### src/rtl/ocu_pkg.sv
package ocu_pkg;
	// Division factor field: output = 48 MHz / (factor + 1)
	localparam int DIV_W = 4;
	localparam logic [DIV_W-1:0] FAST_DIV_RESET = 4'hB; // 48/12 = 4 MHz
	localparam int PRESC_W = 3;
	localparam logic [PRESC_W-1:0] PRESC_RESET = 3'h0;
	localparam int TRIM_W = 5;
	localparam int STARTUP_W = 3;
	localparam logic [STARTUP_W-1:0] STARTUP_RESET = 3'h0;
	// Slow start-up interval in clk cycles = STARTUP_BASE << startup field
	localparam int STARTUP_BASE = 4;
	// ULP 32k to 1.024k divide: 32768/1024 = 32, toggle every 16 inputs
	localparam int ULP_1K_HALF = 16;
	localparam int CNT_W = 16;
	typedef enum logic [1:0] {
		OCU_OFF = 2'b00,
		OCU_WAIT = 2'b01,
		OCU_RUN = 2'b11,
		OCU_STOP = 2'b10
	} ocu_fast_t;
	typedef enum logic [1:0] {
		OCU_ACTIVE = 2'b00,
		OCU_IDLE = 2'b01,
		OCU_STANDBY = 2'b11
	} ocu_cpu_mode_t;
endpackage

### src/rtl/ocu_top.sv
`timescale 1ns/1ps
`default_nettype none
// How it works
// Crystal failure drives event output when event output enable is set.
// Event output suppressed once detector has switched onto the safe clock.
// Failure interrupt, when enabled, raises a wake request in sleep.
// Fast enable one starts fast oscillator, zero stops it.
// Fast clock divided from 48 MHz by the division factor field plus one.
// Fast clock gated off consumers until fast ready reads one.
// Software re-enables fast oscillator only after ready reads zero.
// Reset leaves fast oscillator enabled, system source, at 4 MHz.
// Fast enable zero stops oscillator in every CPU mode.
// Run-in-standby and request-gated run select when fast oscillator runs.
// Slow oscillator output masked during configurable start-up interval.
// Slow ready set when stable; rising edge raises interrupt if enabled.
// Software enables 32k/1k output before clock consumers use it.
// Software disables consumer before changing its 32k source.
// ULP oscillator runs always except while power-on reset is held.
// ULP trim loaded from factory data; software write overrides it.
// Config lock blocks ULP changes until next power-on reset.
// Watchdog gets 1.024 kHz ULP output whenever it requests it.
// Safe clock is fast clock divided by two to the prescale value.
// Hardware clears switch-back once crystal clock is back in use.
// Oscillator ready flags synchronised before status or interrupt use.
module ocu_top import ocu_pkg::*; #(
	parameter int DIV_WIDTH = DIV_W
) (
	// Clock and resets
	input wire logic clk,
	input wire logic reset,
	input wire logic por_reset,
	// CPU state and requests
	input wire logic [1:0] cpu_mode,
	input wire logic periph_clk_req,
	input wire logic watchdog_clk_req,
	// Fast oscillator control and analog status
	input wire logic fast_osc_en,
	input wire logic run_in_standby,
	input wire logic request_gated_run,
	input wire logic [DIV_WIDTH-1:0] fast_osc_division_factor,
	input wire logic fast_osc_ana_ready,
	output logic fast_osc_run,
	output logic fast_osc_ready,
	output logic fast_clk_en,
	output logic fast_clk_div_pulse,
	// Slow oscillator
	input wire logic slow_osc_en,
	input wire logic [STARTUP_W-1:0] slow_startup,
	input wire logic slow_osc_ana_ready,
	input wire logic out_32k_en,
	input wire logic out_1k_en,
	input wire logic slow_irq_en,
	input wire logic slow_irq_clr,
	output logic slow_osc_ready,
	output logic slow_clk_32k_en,
	output logic slow_clk_1k_en,
	output logic slow_irq,
	// ULP oscillator
	input wire logic ulp_tick_32k,
	input wire logic [TRIM_W-1:0] factory_trim,
	input wire logic factory_trim_valid,
	input wire logic ulp_trim_we,
	input wire logic [TRIM_W-1:0] ulp_trim_wdata,
	input wire logic config_lock_set,
	output logic ulp_run,
	output logic [TRIM_W-1:0] ulp_trim,
	output logic config_lock,
	output logic watchdog_clk_1k,
	// Clock failure detector
	input wire logic crystal_fail,
	input wire logic fail_event_out_en,
	input wire logic fail_irq_en,
	input wire logic switch_back_set,
	input wire logic crystal_recovered,
	input wire logic [PRESC_W-1:0] safe_clk_prescale,
	output logic on_safe_clk,
	output logic switch_back_en,
	output logic fail_event,
	output logic wake_req,
	output logic safe_clk_pulse
);
	// Synchronisers for pin-side levels: fast ready, slow ready, fail, recovered, ulp tick
	localparam int NS = 5;
	logic [NS-1:0] s1_q, s2_q, s1_d, s2_d, s_in;
	assign s_in = {ulp_tick_32k, crystal_recovered, crystal_fail, slow_osc_ana_ready, fast_osc_ana_ready};
	always_comb begin
		s1_d = s_in;
		s2_d = s1_q;
		if (reset) begin
			s1_d = '0;
			s2_d = '0;
		end
	end
	always_ff @(posedge clk) begin
		s1_q <= s1_d;
		s2_q <= s2_d;
	end
	logic fast_rdy_s, slow_rdy_s, fail_s, recov_s, tick_s;
	// synchronised ready flags
	assign fast_rdy_s = s2_q[0];
	assign slow_rdy_s = s2_q[1];
	assign fail_s = s2_q[2];
	assign recov_s = s2_q[3];
	assign tick_s = s2_q[4];
	// Fast oscillator run request
	logic run_req;
	always_comb begin
		run_req = 1'b0;
		// mode table
		if (fast_osc_en) begin
			case (cpu_mode)
				OCU_ACTIVE, OCU_IDLE: run_req = request_gated_run ? periph_clk_req : 1'b1;
				OCU_STANDBY: run_req = run_in_standby && (!request_gated_run || periph_clk_req);
				default: run_req = 1'b0;
			endcase
		end
	end
	// Fast oscillator sequencing
	ocu_fast_t fst_q, fst_d;
	always_comb begin
		fst_d = fst_q;
		case (fst_q)
			// start on enable
			OCU_OFF: if (run_req) fst_d = OCU_WAIT;
			OCU_WAIT: begin
				if (!run_req) fst_d = OCU_STOP;
				else if (fast_rdy_s) fst_d = OCU_RUN;
			end
			OCU_RUN: if (!run_req) fst_d = OCU_STOP;
			// Stays until analog ready drops, so a quick re-enable cannot glitch
			OCU_STOP: if (!fast_rdy_s) fst_d = OCU_OFF;
			default: fst_d = OCU_OFF;
		endcase
		// enabled and running after reset
		if (reset) fst_d = OCU_WAIT;
	end
	always_ff @(posedge clk) fst_q <= fst_d;
	assign fast_osc_run = (fst_q == OCU_WAIT) || (fst_q == OCU_RUN);
	assign fast_osc_ready = fast_rdy_s;
	// consumers see clock only when ready
	assign fast_clk_en = (fst_q == OCU_RUN) && fast_rdy_s;
	// Divider and safe prescaler from the 48 MHz reference (clk stands in for it)
	logic [DIV_WIDTH-1:0] div_q, div_d;
	logic div_p_q, div_p_d;
	logic [7:0] pre_q, pre_d;
	logic safe_q, safe_d;
	always_comb begin
		div_d = div_q;
		div_p_d = 1'b0;
		pre_d = pre_q;
		safe_d = 1'b0;
		if (fast_clk_en) begin
			// divide by factor plus one
			if (div_q >= fast_osc_division_factor) begin
				div_d = '0;
				div_p_d = 1'b1;
			end else begin
				div_d = div_q + 1'b1;
			end
			// divide by 2^P
			pre_d = pre_q + 8'h01;
			safe_d = ((pre_q & ((8'h01 << safe_clk_prescale) - 8'h01)) == 8'h00);
		end
		if (reset) begin
			div_d = '0;
			div_p_d = 1'b0;
			pre_d = 8'h00;
			safe_d = 1'b0;
		end
	end
	always_ff @(posedge clk) begin
		div_q <= div_d;
		div_p_q <= div_p_d;
		pre_q <= pre_d;
		safe_q <= safe_d;
	end
	assign fast_clk_div_pulse = div_p_q;
	assign safe_clk_pulse = safe_q;
	// Slow oscillator start-up mask and ready interrupt
	logic [CNT_W-1:0] su_q, su_d;
	logic srdy_q, srdy_d, sirq_q, sirq_d;
	always_comb begin
		su_d = su_q;
		srdy_d = srdy_q;
		sirq_d = sirq_q;
		if (!slow_osc_en) begin
			su_d = '0;
			srdy_d = 1'b0;
		// count start-up interval
		end else if (!srdy_q) begin
			if (su_q >= CNT_W'(STARTUP_BASE << slow_startup) && slow_rdy_s) srdy_d = 1'b1;
			else su_d = su_q + 1'b1;
		end
		// set wins over clear
		if (slow_irq_clr) sirq_d = 1'b0;
		if (srdy_d && !srdy_q && slow_irq_en) sirq_d = 1'b1;
		if (reset) begin
			su_d = '0;
			srdy_d = 1'b0;
			sirq_d = 1'b0;
		end
	end
	always_ff @(posedge clk) begin
		su_q <= su_d;
		srdy_q <= srdy_d;
		sirq_q <= sirq_d;
	end
	assign slow_osc_ready = srdy_q;
	assign slow_irq = sirq_q;
	// masked output enables
	assign slow_clk_32k_en = srdy_q && out_32k_en;
	assign slow_clk_1k_en = srdy_q && out_1k_en;
	// ULP oscillator: state held on power-on reset only
	logic [TRIM_W-1:0] trim_q, trim_d;
	logic lock_q, lock_d, loaded_q, loaded_d, tick_q, tick_d, w1k_q, w1k_d;
	logic [4:0] k_q, k_d;
	always_comb begin
		trim_d = trim_q;
		lock_d = lock_q;
		loaded_d = loaded_q;
		tick_d = tick_s;
		w1k_d = w1k_q;
		k_d = k_q;
		// factory load once at start-up
		if (!loaded_q && factory_trim_valid) begin
			trim_d = factory_trim;
			loaded_d = 1'b1;
		end
		// override unless locked
		if (!lock_q && ulp_trim_we) trim_d = ulp_trim_wdata;
		if (config_lock_set) lock_d = 1'b1;
		// 1.024 kHz from 32 kHz ticks while requested
		if (tick_s && !tick_q && watchdog_clk_req) begin
			if (k_q == 5'(ULP_1K_HALF - 1)) begin
				k_d = '0;
				w1k_d = !w1k_q;
			end else begin
				k_d = k_q + 5'h01;
			end
		end
		if (!watchdog_clk_req) begin
			k_d = '0;
			w1k_d = 1'b0;
		end
		// only power-on reset stops or clears it
		if (por_reset) begin
			trim_d = '0;
			lock_d = 1'b0;
			loaded_d = 1'b0;
			tick_d = 1'b0;
			w1k_d = 1'b0;
			k_d = '0;
		end
	end
	always_ff @(posedge clk) begin
		trim_q <= trim_d;
		lock_q <= lock_d;
		loaded_q <= loaded_d;
		tick_q <= tick_d;
		w1k_q <= w1k_d;
		k_q <= k_d;
	end
	assign ulp_run = !por_reset;
	assign ulp_trim = trim_q;
	assign config_lock = lock_q;
	assign watchdog_clk_1k = w1k_q;
	// Clock failure detector
	logic safe_sel_q, safe_sel_d, swb_q, swb_d, ev_q, ev_d, wk_q, wk_d;
	always_comb begin
		safe_sel_d = safe_sel_q;
		swb_d = swb_q;
		if (fail_s && !swb_q) safe_sel_d = 1'b1;
		if (switch_back_set && safe_sel_q) swb_d = 1'b1;
		// self-clear after return to crystal
		if (swb_q && recov_s) begin
			safe_sel_d = 1'b0;
			swb_d = 1'b0;
		end
		// event only before safe switch
		ev_d = fail_s && fail_event_out_en && !safe_sel_q;
		// wake request
		wk_d = fail_s && fail_irq_en;
		if (reset) begin
			safe_sel_d = 1'b0;
			swb_d = 1'b0;
			ev_d = 1'b0;
			wk_d = 1'b0;
		end
	end
	always_ff @(posedge clk) begin
		safe_sel_q <= safe_sel_d;
		swb_q <= swb_d;
		ev_q <= ev_d;
		wk_q <= wk_d;
	end
	assign on_safe_clk = safe_sel_q;
	assign switch_back_en = swb_q;
	assign fail_event = ev_q;
	assign wake_req = wk_q;
	// Checks
	property p_event_gate;
		@(posedge clk) disable iff (reset) fail_event |-> $past(fail_event_out_en) && !$past(safe_sel_q);
	endproperty
	a_event_gate: assert property (p_event_gate) else $error("event while disabled or on safe clock");
	property p_no_event_safe;
		@(posedge clk) disable iff (reset) safe_sel_q ##1 safe_sel_q |-> !fail_event;
	endproperty
	a_no_event_safe: assert property (p_no_event_safe) else $error("event on safe clock");
	property p_wake;
		@(posedge clk) disable iff (reset) (fail_s && fail_irq_en) |=> wake_req;
	endproperty
	a_wake: assert property (p_wake) else $error("no wake request");
	property p_gate;
		@(posedge clk) disable iff (reset) fast_clk_en |-> fast_rdy_s && fast_osc_run;
	endproperty
	a_gate: assert property (p_gate) else $error("fast clock ungated before ready");
	property p_disable;
		@(posedge clk) disable iff (reset) !fast_osc_en [*2] |-> fst_q != OCU_RUN;
	endproperty
	a_disable: assert property (p_disable) else $error("fast runs while disabled");
	property p_mask;
		@(posedge clk) disable iff (reset) slow_clk_32k_en |-> slow_osc_ready;
	endproperty
	a_mask: assert property (p_mask) else $error("slow clock unmasked early");
	property p_sirq;
		@(posedge clk) disable iff (reset) ($rose(srdy_q) && $past(slow_irq_en)) |-> slow_irq;
	endproperty
	a_sirq: assert property (p_sirq) else $error("slow ready interrupt lost");
	property p_lock;
		@(posedge clk) disable iff (por_reset) (lock_q && !$past(por_reset)) |=> $stable(trim_q) || !$past(loaded_q);
	endproperty
	a_lock: assert property (p_lock) else $error("trim changed while locked");
	property p_swb;
		@(posedge clk) disable iff (reset) (swb_q && recov_s) |=> !switch_back_en && !on_safe_clk;
	endproperty
	a_swb: assert property (p_swb) else $error("switch back not cleared");
endmodule
`default_nettype wire

### config.mk
export PLATFORM = sky130hd
export DESIGN_NAME = ocu_top
export DESIGN_NICKNAME = d
export VERILOG_FILES = /design/src/rtl/ocu_pkg.sv /design/src/rtl/ocu_top.sv
export SDC_FILE = /design/constraint.sdc
export NUM_CORES = 1
export LEC_CHECK = 0
export BUFFER_PORTS_ARGS = -buffer_cell sky130_fd_sc_hd__buf_4
export CORE_ASPECT_RATIO = 1.5
export CORE_MARGIN = 10
export CORE_UTILIZATION = 45
export DETAILED_ROUTE_END_ITERATION = 7
export GPL_TIMING_DRIVEN = 0
export MAX_ROUTING_LAYER = met4
export PLACE_DENSITY = 0.66
export RECOVER_POWER = 100
export SYNTH_ARGS = -nofsm -noshare
export SYNTH_HDL_FRONTEND = slang
export SYNTH_SLANG_ARGS = --single-unit
### constraint.sdc
create_clock -name clk -period 2.6 [get_ports clk]
set_input_delay 0.26 -clock clk [delete_from_list [all_inputs] [get_ports clk]]
set_output_delay 0.26 -clock clk [all_outputs]
set_load 0.1 [all_outputs]
# Word-level counts from Yosys, hierarchy flattened
# Index checks and enable logic that the tools add are counted.
[word_totals]
out_inout_bits = 21
input_bits = 46
wordCells = 105
ff_bits = 62
[op_classes]
shift = 2
n_mux = 19
reduce_logical = 41
magnitude_cmp = 2
n_eq_ne = 10
n_bitwise = 6
add_sub_neg = 5
[op_table]
columns = ["op", "n"]
rows = [
  ["logical AND 1 bit", 17],
  ["adder 16 x 1 -> 16 bit, second input constant", 1],
  [">= comparator 16 bit", 1],
  ["left shift 3 x 3 -> 16 bit, first input constant", 1],
  ["two-way mux 5 bit", 3],
  ["two-way mux 2 bit", 5],
  ["OR reduction 2 bit", 5],
  ["zero test 1 bit", 9],
  ["adder 8 x 1 -> 8 bit, second input constant", 1],
  ["AND 8 bit", 1],
  ["zero test 8 bit", 1],
  ["two-way mux 1 bit", 8],
  ["case mux 2 bit (4 select lines)", 1],
  ["left shift 1 x 3 -> 8 bit, first input constant", 1],
  ["subtractor 8 x 1 -> 8 bit, second input constant", 1],
  ["equality test 2 bit, second input constant", 3],
  ["inequality test 2 bit, second input constant", 3],
  ["adder 5 x 1 -> 5 bit, second input constant", 1],
  ["equality test 5 x 4 -> 1 bit, second input constant", 1],
  ["inverter 1 bit", 5],
  ["adder 4 x 1 -> 4 bit, second input constant", 1],
  ["equality test 2 x 1 -> 1 bit, second input constant", 2],
  [">= comparator 4 bit", 1],
  ["zero test 2 bit", 2],
  ["other kinds (7)", 10],
]

# Longest topological paths before layout
# Gate-level depths: netlist (run 1).
[depth]
depth_word = 9
ltp_mapped = 9
mapped_depth_nobuf = 8

# Worst setup path before layout (run 1)
# No wires, ideal clock.
[synth_path]
path_kind = "register -> register"
startpoint = "reg s2_q[0]"
endpoint = "reg pre_q[2]"
required_ns = 2.474
setup_time_ns = 0.126
path_slack_ns = -0.377
path_buffers = 1
arrival_ns = 2.851
synth_period_minus_slack_ns = 2.977
path_stages_with_launch = 7
path_cell_list = "dfxtp_1 nand3_1 inv_1 buf_1 nand2_1 xor2_1 nor2_1"
[synth_via]
elab_chain_cells = 1
[synth_lines]
columns = ["element", "line_no", "text"]
rows = [
  ["start, declared", "ocu_top.sv:84", "logic [NS-1:0] s1_q, s2_q, s1_d, s2_d, s_in;"],
  ["start signal, assigned", "ocu_top.sv:96", "s2_q <= s2_d;"],
  ["logical AND 1 bit", "ocu_top.sv:141", "assign fast_clk_en = (fst_q == OCU_RUN) && fast_rdy_s;"],
  ["via fast_clk_en", "ocu_top.sv:44", "output logic fast_clk_en,"],
  ["end signal, assigned", "ocu_top.sv:174", "pre_q <= pre_d;"],
  ["end, declared", "ocu_top.sv:145", "logic [7:0] pre_q, pre_d;"],
]
# The timed path passes the listed nets, and every way through them passes these cells.
# A chain may end at the register's enable or synchronous reset.

# Worst setup path after layout (run 1)
[layout_path]
startpoint = "in slow_startup[0]"
endpoint = "reg su_q[11]"
[layout_via]
elab_chain_cells = 5
[layout_lines]
columns = ["element", "line_no", "text"]
rows = [
  ["start, declared", "ocu_top.sv:48", "input wire logic [STARTUP_W-1:0] slow_startup,"],
  ["left shift 3 x 3 -> 16 bit", "ocu_top.sv:191", "if (su_q >= CNT_W'(STARTUP_BASE << slow_startup) && slow_rdy_s) srdy_d = 1'b1;"],
  [">= comparator 16 bit", "ocu_top.sv:191", ""],
  ["logical AND 1 bit", "ocu_top.sv:191", ""],
  ["inverter 1 bit (no source line)", "-", ""],
  ["AND reduction 2 bit (no source line)", "-", ""],
  ["end signal, assigned", "ocu_top.sv:204", "su_q <= su_d;"],
  ["end, declared", "ocu_top.sv:180", "logic [CNT_W-1:0] su_q, su_d;"],
]
# No other way between the ends.

==> metrics.md, run 1 <==
| Metric | Value |
|---|---|
| Syn avg cell area | `8.70 um2` |
| Worst R2R Start | `su_q[2]$_SDFFE_PP0P_` |
| Final period utilization | `about nine tenths` |
| Setup CP Type | `in2reg` |
| Die area | `10,300 um2` |
| Pre-antenna DRT Iters | `4` |
| Syn_nets | `approximately 400` |
| DP Worst Slack | `-0.0831 ns` |
| Run status | `finished, final reports clean` |
| PortBufs | `65` |
| Later-pin clock latency in the skew report | `approximately 0.33 ns` |
| #FFs+latches synth | `a little over 60` |
| Vias | `2,689` |
| Hold Violations, Final | `0` |
| Startpoint Class | `input pin` |
| Most frequent cells after synthesis | `dfxtp_1, nand2_1, nor2_1` |
| Remaining global-route overflow | `0` |
| Ys Warns | `0` |
| F_max | `approximately 0.42 GHz` |
| Number of synthesized flops with an enable pin | `0` |
| Reg-to-reg setup timing slack | `between 0.2 and 0.25 ns` |
| Crit path arrival time | `between 2 and 3 ns` |
| RSZ-0062 raised after global routing | `no` |
| Fraction of registers with async set/reset | `0%` |
| Slew of the pin with the lowest slew margin | `roughly 1.2 ns` |
| Vias in the first global route | `around 2.7k` |
| Beginning of the worst hold path | `safe_clk_prescale[1]` |
| WL per Instance | `14.7 um` |
| Fin Clk Skew | `about 0.0056 ns` |
| HPWL Detailed | `5540 um` |
| Cell area power density | `611 nW/um2` |
| Met1 Wirelength | `around 3100 um` |
| Worst reg2reg path depth | `7` |
| TritonCTS clock tree | `done` |
| Post-synth cell types | `47` |
| Fill count | `623` |
| Syn Inst Count | `340` |
| Count leader, synth | `dfxtp_1` |
| Largest cells by area after synthesis | `dfxtp_1, ha_1, nand2_1, nor2_1, a21oi_1` |
| Crit path time final | `2.39 ns` |
| Hold Crit Depth | `2` |
| Initial antenna violation count | `0` |
| Lkg Pwr | `around 0.0015 uW` |
| Post-DRT Antenna Nets | `0` |
| Height of the die | `around 120 um` |
| Worst setup margin | `around 0.21 ns` |
| Total CTS buffers | `9` |
| Hold endpoint | `safe_clk_pulse$_SDFF_PP0_` |
| DIE WIDTH | `roughly 86 um` |
| Routability cong. | `slightly above 0.9` |
| Worst hold-check path type | `in2reg` |
| Ant diodes | `0` |
| Setup TNS Final | `0 ns` |
| Cell area after synthesis | `2960 um2` |
| Ys flop type | `dfxtp_1` |
| Hold slack final | `around 0.11 ns` |
| Sequential-to-total area share from yosys stat | `41.3%` |
| Slew HR | `around a fifth` |
| H-tree depth | `3` |
| Clk slew on worst S/H paths | `roughly 0.070 ns` |
| CP endpoint kind | `flop` |
| Via density | `5.41` |
| Share of cells above drive strength 1 | `between 15 and 20%` |
| Core Util, Final | `just under 60%` |
| Max VDD drop | `between 500 and 600 uV` |
| # DRC | `0` |
| WL final | `7320 um` |
| Initial drt markers | `102` |
| CTS root buffer | `clkbuf_8` |
| Met2 WL | `approximately 3700 um` |
| RR Endpoint | `su_q[11]$_SDFFE_PP0P_` |
| Synthesis-to-finish area growth | `25.6%` |
| Initial Util | `between 40% and 50%` |
| CP required | `2.83 ns` |
| Clock Sinks | `~60` |
| Slew Viols, Final | `0` |
| WL met3 | `around 420 um` |
| Largest net degree at the start of global routing | `11` |
| # setup viols final | `0` |
| IO Count | `67` |
| Core area | `approximately 6400 um2` |
| Total GRT Usage | `between 10% and 20%` |
| Global-route wire length before repair | `12,300 um` |
| Leading area contributor after synthesis | `dfxtp_1` |
| Yosys top cell area share | `around two fifths` |
| Row count | `36` |
| Number of max-cap violations | `0` |
| Max layer used | `met4` |
| Largest buffer count on any clock path | `2` |
| CP Max Fanout | `10` |
| Nets | `roughly 480` |
==> per-layer routing <==
metal  up-vias  global-route usage (%)
met5         -                       -
met1      1234                    15.8
met3        11                    4.43
met4         0                    6.10
li1       1367                       -
met2        77                    24.9
==> worst max-delay path, stage by stage <==
cell and delay (ns):
buf_4 0.14, or3_1 0.38, ha_1 0.27, o21ai_0 0.15, a211oi_1 0.13, o21ai_0 0.52, clkbuf_1 0.40, a21oi_1 0.13
a31o_2 0.23
==> layout by cell type, fill, tap and decap left out, types with 12 or more instances in the layout <==
cell type  netlist  final
nand2_1         34     34
buf_4            0     43
inv_1           12     12
nor2_1          34     34
nor2b_1         14     14
a21oi_1         20     20
clkbuf_1        13     34
clkbuf_8         0     13
dfxtp_1         61     61
ha_1            17     17
==> what timing repair did <==
| item | CTS | global route |
|---|---|---|
| resized for setup | 0 | 2 |
| buffers inserted | 0 | 0 |
| hold buffers | 0 | 0 |
| setup endpoints to repair | 0 | 3 |
==> sequential cells by signal, indices dropped and copies added (netlist names) <==
register	cells
pre_q	7
s1_q	5
fst_q	2
fail_event	1
slow_irq	1
wake_req	1
tick_q	1
config_lock	1
fast_clk_div_pulse	1
on_safe_clk	1
watchdog_clk_1k	1
k_q	5
safe_clk_pulse	1
loaded_q	1
su_q	16
slow_osc_ready	1
switch_back_en	1
s2_q	5
ulp_trim	5
div_q	4
==> worst max path at each step <==
stage	from	end	depth (start not counted)
final	slow_startup[0]	su_q[11]$_SDFFE_PP0P_	9
after CTS	su_q[7]$_SDFFE_PP0P_	su_q[11]$_SDFFE_PP0P_	7
after global placement	slow_startup[0]	su_q[10]$_SDFFE_PP0P_	9
after floorplan	s2_q[0]$_SDFF_PP0_	pre_q[2]$_SDFFE_PP0P_	6
after global routing	su_q[2]$_SDFFE_PP0P_	su_q[10]$_SDFFE_PP0P_	7
after detailed placement	slow_startup[0]	su_q[11]$_SDFFE_PP0P_	9
==> power breakdown <==
part           internal [uW]  switching, uW  leakage (uW)
Clock                    643            361      0.000126
Combinational           93.3            197      0.000897
Sequential               961           15.8      0.000497
Total                   1700            573       0.00152
==> logic make-up after synthesis <==
kind of cell | Yosys count | share of synthesized area, %
simple gates | 141 | 24.5
fa+ha+maj | 17 | 7.19
xor+xnor | 12 | 3.55
flops | 61 | 41.3
mux | 9 | 3.09
buf+inv | 28 | 3.55
compound gates | 72 | 16.8
==> metrics by stage <==
step,std cells,power [uW],area (um2)
floorplan,340,1200,2970
global placement,481,1300,3550
detailed placement,481,1300,3550
CTS,497,2310,3790
global route,497,2360,3720
finish,497,2270,3720
==> cell type report <==
class                   count  area [um2]  area share (%)
plain buffers              16        60.1            1.62
clock buffers              13         179            4.81
clock inverters             3        65.1            1.75
inverters                  12        45.0            1.21
multi-input cells         251        1640            44.1
flip-flops and latches     61        1220            32.9
well taps                  76        95.1            2.56
repair buffers             65         412            11.1
Power figures use the tool's default switching activity.
==> run 2, diff against run 1 <==
--- a/config.mk
+++ b/config.mk
@@ -12,7 +12,7 @@
 export DETAILED_ROUTE_END_ITERATION = 7
 export GPL_TIMING_DRIVEN = 0
 export MAX_ROUTING_LAYER = met4
-export PLACE_DENSITY = 0.66
+export PLACE_DENSITY = 0.74
 export RECOVER_POWER = 100
 export SYNTH_ARGS = -nofsm -noshare
 export SYNTH_HDL_FRONTEND = slang
==> run 2 against run 1 <==
Effect of this change:
- power down 12%
- utilization down 1.3 points
- sequential power about the same
- die area unchanged
- critical path type is now reg2reg
==> metrics.md, run 2 (same netlist as run 1, synthesis figures left out) <==
| Metric | Value |
|---|---|
| Run status | `finished, final reports clean (unchanged)` |
| Largest register FFs | `16 (unchanged)` |
| Hold Violations, Final | `0 (unchanged)` |
| CP required | `2.83 ns (about the same)` |
| Initial antenna violation count | `0 (unchanged)` |
| Global-route wire length before repair | `12,200 um (was 12,300 um)` |
| Hold slack final | `0.105 ns (was 0.112 ns)` |
| WL per Instance | `14.9 um (was 14.7 um)` |
| CTS root buffer | `clkbuf_8 (unchanged)` |
| Setup TNS Final | `0 ns (unchanged)` |
| Worst hold-check path type | `in2reg (unchanged)` |
| Slew of the pin with the lowest slew margin | `1.20 ns (was 1.21 ns)` |
| Routability cong. | `0.913 (was 0.908)` |
| Lkg Pwr | `0.00148 uW (was 0.00152 uW)` |
| Post-DRT Antenna Nets | `0 (unchanged)` |
| Height of the die | `119 um (unchanged)` |
| WL final | `7380 um (was 7320 um)` |
| Pre-antenna DRT Iters | `4 (unchanged)` |
| Post-CTS Setup Repair Bufs | `0 (unchanged)` |
| Crit path time final | `2.44 ns (was 2.39 ns)` |
| Vias | `2,723 (was 2,689)` |
| Share of cells above drive strength 1 | `15.9% (was 17.1%)` |
| PortBufs | `65 (unchanged)` |
| Max VDD drop | `379 uV (was 513 uV)` |
| Remaining global-route overflow | `0 (unchanged)` |
| Row count | `36 (unchanged)` |
| Nets | `479 (unchanged)` |
| Commonest non-fill, non-tap cell in the layout | `dfxtp_1 (unchanged)` |
| # resized after CTS | `0 (unchanged)` |
| Core Util, Final | `56.4% (was 57.7%)` |
| Reg area | `1220 um2 (unchanged)` |
| HPWL Detailed | `5820 um (was 5540 um)` |
| Crit path arrival time | `2.67 ns (was 2.62 ns)` |
| RSZ-0062 raised after global routing | `no (unchanged)` |
| Hold buffer count at cts | `0 (unchanged)` |
| Fin Clk Skew | `0.00789 ns (was 0.00564 ns)` |
| Final period utilization | `93.9% (was 91.9%)` |
| # setup viols final | `0 (unchanged)` |
| Via density | `5.48 (was 5.41)` |
| Slowest stage delay, CP | `0.50 ns (was 0.52 ns)` |
| CP endpoint kind | `flop (unchanged)` |
| Slowest cell on the critical path | `o22ai_1 (was o21ai_0)` |
| DIE WIDTH | `86.2 um (unchanged)` |
| Later-pin clock latency in the skew report | `0.34 ns (was 0.33 ns)` |
| Regs by FF count | `su_q x16, pre_q x7 (unchanged)` |
| Vias in the first global route | `2,708 (was 2,660)` |
| Ant diodes | `0 (unchanged)` |
| Synthesis-to-finish area growth | `22.8% (was 25.6%)` |
| # DRC | `0 (unchanged)` |
| Hold Crit Depth | `2 (unchanged)` |
| Number of max-cap violations | `0 (unchanged)` |
| Fill count | `627 (was 623)` |
| Most frequent cells in the layout | `dfxtp_1, buf_4, clkbuf_1 (was dfxtp_1, buf_4, clkbuf_1, nor2_1, nand2_1)` |
| Setup CP Type | `reg2reg (was in2reg)` |
| Clk slew on worst S/H paths | `0.06 ns (was 0.07 ns)` |
| Slew HR | `20.1% (was 19.4%)` |
| Largest net degree at the start of global routing | `11 (unchanged)` |
| Initial Util | `45.9% (unchanged)` |
| IO Count | `67 (unchanged)` |
| TritonCTS clock tree | `done (unchanged)` |
| Startpoint Class | `flop (was input pin)` |
| Largest buffer count on any clock path | `2 (unchanged)` |
| Cell area power density | `551 nW/um2 (was 611 nW/um2)` |
| Clock Sinks | `61 (unchanged)` |
| Worst reg2reg path depth | `7 (unchanged)` |
| Die area | `10,300 um2 (unchanged)` |
| Multi-input gate area | `1630 um2 (was 1640 um2)` |
| Slew Viols, Final | `0 (unchanged)` |
| Initial drt markers | `124 (was 102)` |
| Biggest register | `su_q (unchanged)` |
| F_max | `0.410 GHz (was 0.418 GHz)` |
| H-tree depth | `3 (unchanged)` |
| Final Total Pwr | `2000 uW (was 2270 uW)` |
| Core area | `6440 um2 (unchanged)` |
| Finished Layout Cells | `497 (unchanged)` |
| Crit-path cells | `ha_1, nand4_1, o22ai_1, and2_1, clkbuf_1, nor4_1, a31o_2 (was buf_4, or3_1, ha_1, o21ai_0, a211oi_1, o21ai_0, clkbuf_1, a21oi_1, a31o_2)` |
| Total CTS buffers | `9 (unchanged)` |
| Placed cells | `481 (unchanged)` |
| CP Max Fanout | `10 (unchanged)` |
| Total GRT Usage | `14.9% (was 14.8%)` |
run 2: layout make-up:
class	count	share of cell area, %
plain buffers	16	1.65
clock inverters	1	0.138
well taps	76	2.62
flip-flops and latches	61	33.6
multi-input cells	251	44.9
clock buffers	15	4.58
repair buffers	65	11.3
inverters	12	1.24
run 2: path summary, 6_finish.rpt:
check                                           from  slack, ns                         to
worst max register to register  su_q[7]$_SDFFE_PP0P_       0.16      su_q[11]$_SDFFE_PP0P_
worst min-delay path            safe_clk_prescale[1]       0.11  safe_clk_pulse$_SDFF_PP0_
worst max-delay path            su_q[7]$_SDFFE_PP0P_       0.16      su_q[11]$_SDFFE_PP0P_
worst min register to register    s1_q[2]$_SDFF_PP0_       0.44         s2_q[2]$_SDFF_PP0_
run 2: power by group:
part	total (uW)	leakage [uW]	internal [uW]	switching, uW
registers	977	0.000497	961	16.3
logic	291	0.000894	93.1	198
clock network	733	0.0000877	398	335
run 2: stage by stage:
stage	cell area, um2	worst slack [ns]
4_1_cts	3720	0.169
3_3_place_gp	3550	-0.0398
5_1_grt	3630	0.00794
3_5_place_dp	3550	-0.0924
6_report	3630	0.159
2_1_floorplan	2970	0.0720
run 2: critical path: cells and delay by family (launching register included):
family          cells  cell delay, ns
simple gates        3            0.51
flops               1            0.37
buf+inv             1            0.36
compound gates      2            0.75
fa+ha+maj           1            0.35
run 2: per-layer routing:
metal | wire length [um] | global-route usage, % | vias up
li1 | - | - | 1366
met1 | 3040 | 15.4 | 1270
met2 | 3820 | 25.6 | 74
met3 | 394 | 3.68 | 13
met4 | 136 | 6.91 | 0
met5 | 0 | - | -
==> run 3, diff against run 2 <==
==> constraint.sdc (replaced) <==
create_clock -name clk -period 2.3 [get_ports clk]
set_input_delay 0.23 -clock clk [delete_from_list [all_inputs] [get_ports clk]]
set_output_delay 0.23 -clock clk [all_outputs]
set_load 0.1 [all_outputs]
==> run 3 against run 2 <==
Effect of this change:
- die area did not move
- cell area rose by 1.4%
- critical path depth did not move
- clock skew fell by 0.0011 ns
- maximum frequency rose by 13%
- sequential cell count did not move
- sequential power rose by 14%
- utilization rose by 0.82 points
- worst setup slack got worse by 0.019 ns
- worst hold slack got worse by 0.024 ns
- critical path type unchanged
==> metrics.md, run 3 (same netlist as run 1, synthesis figures left out) <==
| Metric | Value |
|---|---|
| Total GRT Usage | `15.0% (was 14.9%)` |
| Number of max-cap violations | `0 (unchanged)` |
| WL per Instance | `14.9 um (about the same)` |
| # DRC | `0 (unchanged)` |
| Global-route wire length before repair | `12,200 um (about the same)` |
| Ant diodes | `0 (unchanged)` |
| Biggest register | `su_q (unchanged)` |
| Commonest non-fill, non-tap cell in the layout | `dfxtp_1 (unchanged)` |
| Run status | `finished, final reports clean (unchanged)` |
| # setup viols final | `0 (unchanged)` |
| Max VDD drop | `401 uV (was 379 uV)` |
| DIE WIDTH | `86.2 um (unchanged)` |
| Final instance area | `3690 um2 (was 3630 um2)` |
| CTS root buffer | `clkbuf_8 (unchanged)` |
| Final Total Pwr | `2290 uW (was 2000 uW)` |
| RSZ-0062 raised after global routing | `yes (was no)` |
| Via density | `5.45 (was 5.48)` |
| Clock Sinks | `61 (unchanged)` |
| Total CTS buffers | `9 (unchanged)` |
| Lkg Pwr | `0.00150 uW (was 0.00148 uW)` |
| Placed cells | `481 (unchanged)` |
| Finished Layout Cells | `496 (was 497)` |
| Core area | `6440 um2 (unchanged)` |
| Initial antenna violation count | `0 (unchanged)` |
| Multi-input gate area | `1670 um2 (was 1630 um2)` |
| Post-DRT Antenna Nets | `0 (unchanged)` |
| Vias | `2,705 (was 2,723)` |
| Reg area | `1220 um2 (about the same)` |
| Share of cells above drive strength 1 | `18.8% (was 15.9%)` |
| Initial drt markers | `140 (was 124)` |
| Worst reg2reg path depth | `7 (unchanged)` |
| Hold Crit Depth | `2 (unchanged)` |
| TritonCTS clock tree | `done (unchanged)` |
| Largest register FFs | `16 (unchanged)` |
| Most frequent cells in the layout | `dfxtp_1, buf_4, clkbuf_1 (unchanged)` |
| Largest net degree at the start of global routing | `11 (unchanged)` |
| Pre-antenna DRT Iters | `4 (unchanged)` |
| Initial Util | `45.9% (unchanged)` |
| F_max | `0.463 GHz (was 0.410 GHz)` |
| Routability cong. | `0.883 (was 0.913)` |
| Crit path time final | `2.16 ns (was 2.44 ns)` |
| Slew HR | `19.7% (was 20.1%)` |
| IO Count | `67 (unchanged)` |
| Worst hold-check path type | `in2reg (unchanged)` |
| CP endpoint kind | `flop (unchanged)` |
| Later-pin clock latency in the skew report | `0.33 ns (was 0.34 ns)` |
| Die area | `10,300 um2 (unchanged)` |
| Largest buffer count on any clock path | `2 (unchanged)` |
| Clk slew on worst S/H paths | `0.06 ns (about the same)` |
| Height of the die | `119 um (unchanged)` |
| H-tree depth | `3 (unchanged)` |
| Hold Violations, Final | `0 (unchanged)` |
| CP required | `2.55 ns (was 2.83 ns)` |
| Fill count | `636 (was 627)` |
| Slew of the pin with the lowest slew margin | `1.21 ns (was 1.20 ns)` |
| Remaining global-route overflow | `0 (unchanged)` |
| CP Max Fanout | `10 (unchanged)` |
| Cell area power density | `620 nW/um2 (was 551 nW/um2)` |
| Setup CP Type | `reg2reg (unchanged)` |
| Slew Viols, Final | `0 (unchanged)` |
| Regs by FF count | `su_q x16, pre_q x7 (unchanged)` |
| Crit path arrival time | `2.41 ns (was 2.67 ns)` |
| Vias in the first global route | `2,701 (was 2,708)` |
| Row count | `36 (unchanged)` |
| WL final | `7390 um (was 7380 um)` |
| Nets | `479 (unchanged)` |
| Startpoint Class | `flop (unchanged)` |
| Fin Clk Skew | `0.00678 ns (was 0.00789 ns)` |
| Final period utilization | `93.9% (about the same)` |
| Synthesis-to-finish area growth | `24.6% (was 22.8%)` |
| HPWL Detailed | `5700 um (was 5820 um)` |
| PortBufs | `65 (unchanged)` |
| Placed cell areas | `3550 um2 (about the same)` |
==> run 3: cell types whose count changed in the layout (fill, tap and decap cells not counted), moves of 2 or more <==
cell / previous run / this run
o21ai_0: 6 / 4
a21oi_2: 0 / 2
dfxtp_2: 0 / 3
clkbuf_1: 39 / 35
dfxtp_1: 61 / 58
a21oi_1: 20 / 18
==> run 3: worst paths after layout <==
kind | slack, ns | end | startpoint
worst max-delay path | 0.14 | su_q[15]$_SDFFE_PP0P_ | su_q[5]$_SDFFE_PP0P_
worst min-delay path | 0.08 | safe_clk_pulse$_SDFF_PP0_ | safe_clk_prescale[1]
worst max register to register | 0.14 | su_q[15]$_SDFFE_PP0P_ | su_q[5]$_SDFFE_PP0P_
worst min register to register | 0.44 | s2_q[0]$_SDFF_PP0_ | s1_q[0]$_SDFF_PP0_
==> run 3: worst max-delay path, cell delays in order (launching register included) <==
cell	delay, ns
dfxtp_1	0.42
ha_1	0.29
a21oi_2	0.21
o22ai_4	0.14
and2_1	0.20
clkbuf_2	0.19
or4_1	0.49
a21oi_1	0.15
==> run 3: what timing repair did <==
| item | 4_1_cts | 5_1_grt |
|---|---|---|
| gates cloned | 0 | 0 |
| pin swaps | 0 | 1 |
| gates resized for setup | 2 | 16 |
| endpoints found under the setup margin | 6 | 14 |
| hold buffers | 0 | 0 |
| buffers inserted | 0 | 0 |
| endpoints found under the hold margin | 0 | 0 |
==> run 3: routing by layer <==
metal  vias up  wire, um  track usage [%]
met5         -         0                -
met4         0        78             6.30
met3         6       408             4.77
met2        67      3910             25.0
met1      1264      2990             15.8
li1       1368         -                -
==> run 3: area by class of cell <==
| class | count | share of cell area, % |
|---|---|---|
| buffer | 16 | 1.70 |
| clock buffer | 14 | 4.68 |
| clock inverter | 1 | 0.136 |
| inverter | 12 | 1.22 |
| multi-input combinational | 251 | 45.3 |
| sequential | 61 | 33.2 |
| tap | 76 | 2.58 |
| timing repair buffer | 65 | 11.2 |
==> run 3: metrics by stage <==
stage / TNS (ns) / hold WS [ns] / setup WS (ns) / util, %
after floorplan: 0 / 0.308 / 0.0489 / -
after global placement: -3.70 / 0.416 / -0.348 / 55.1
after detailed placement: -4.20 / 0.422 / -0.382 / 55.1
after CTS: 0 / 0.0621 / 0.0108 / 58.0
after global routing: -0.00319 / 0.0670 / -0.00319 / 57.2
final: 0 / 0.0819 / 0.140 / 57.2
==> run 3: where the power goes <==
group | switching [uW] | internal (uW) | total [uW]
logic | 226 | 107 | 333
registers | 19.1 | 1090 | 1110
clock network | 375 | 473 | 847
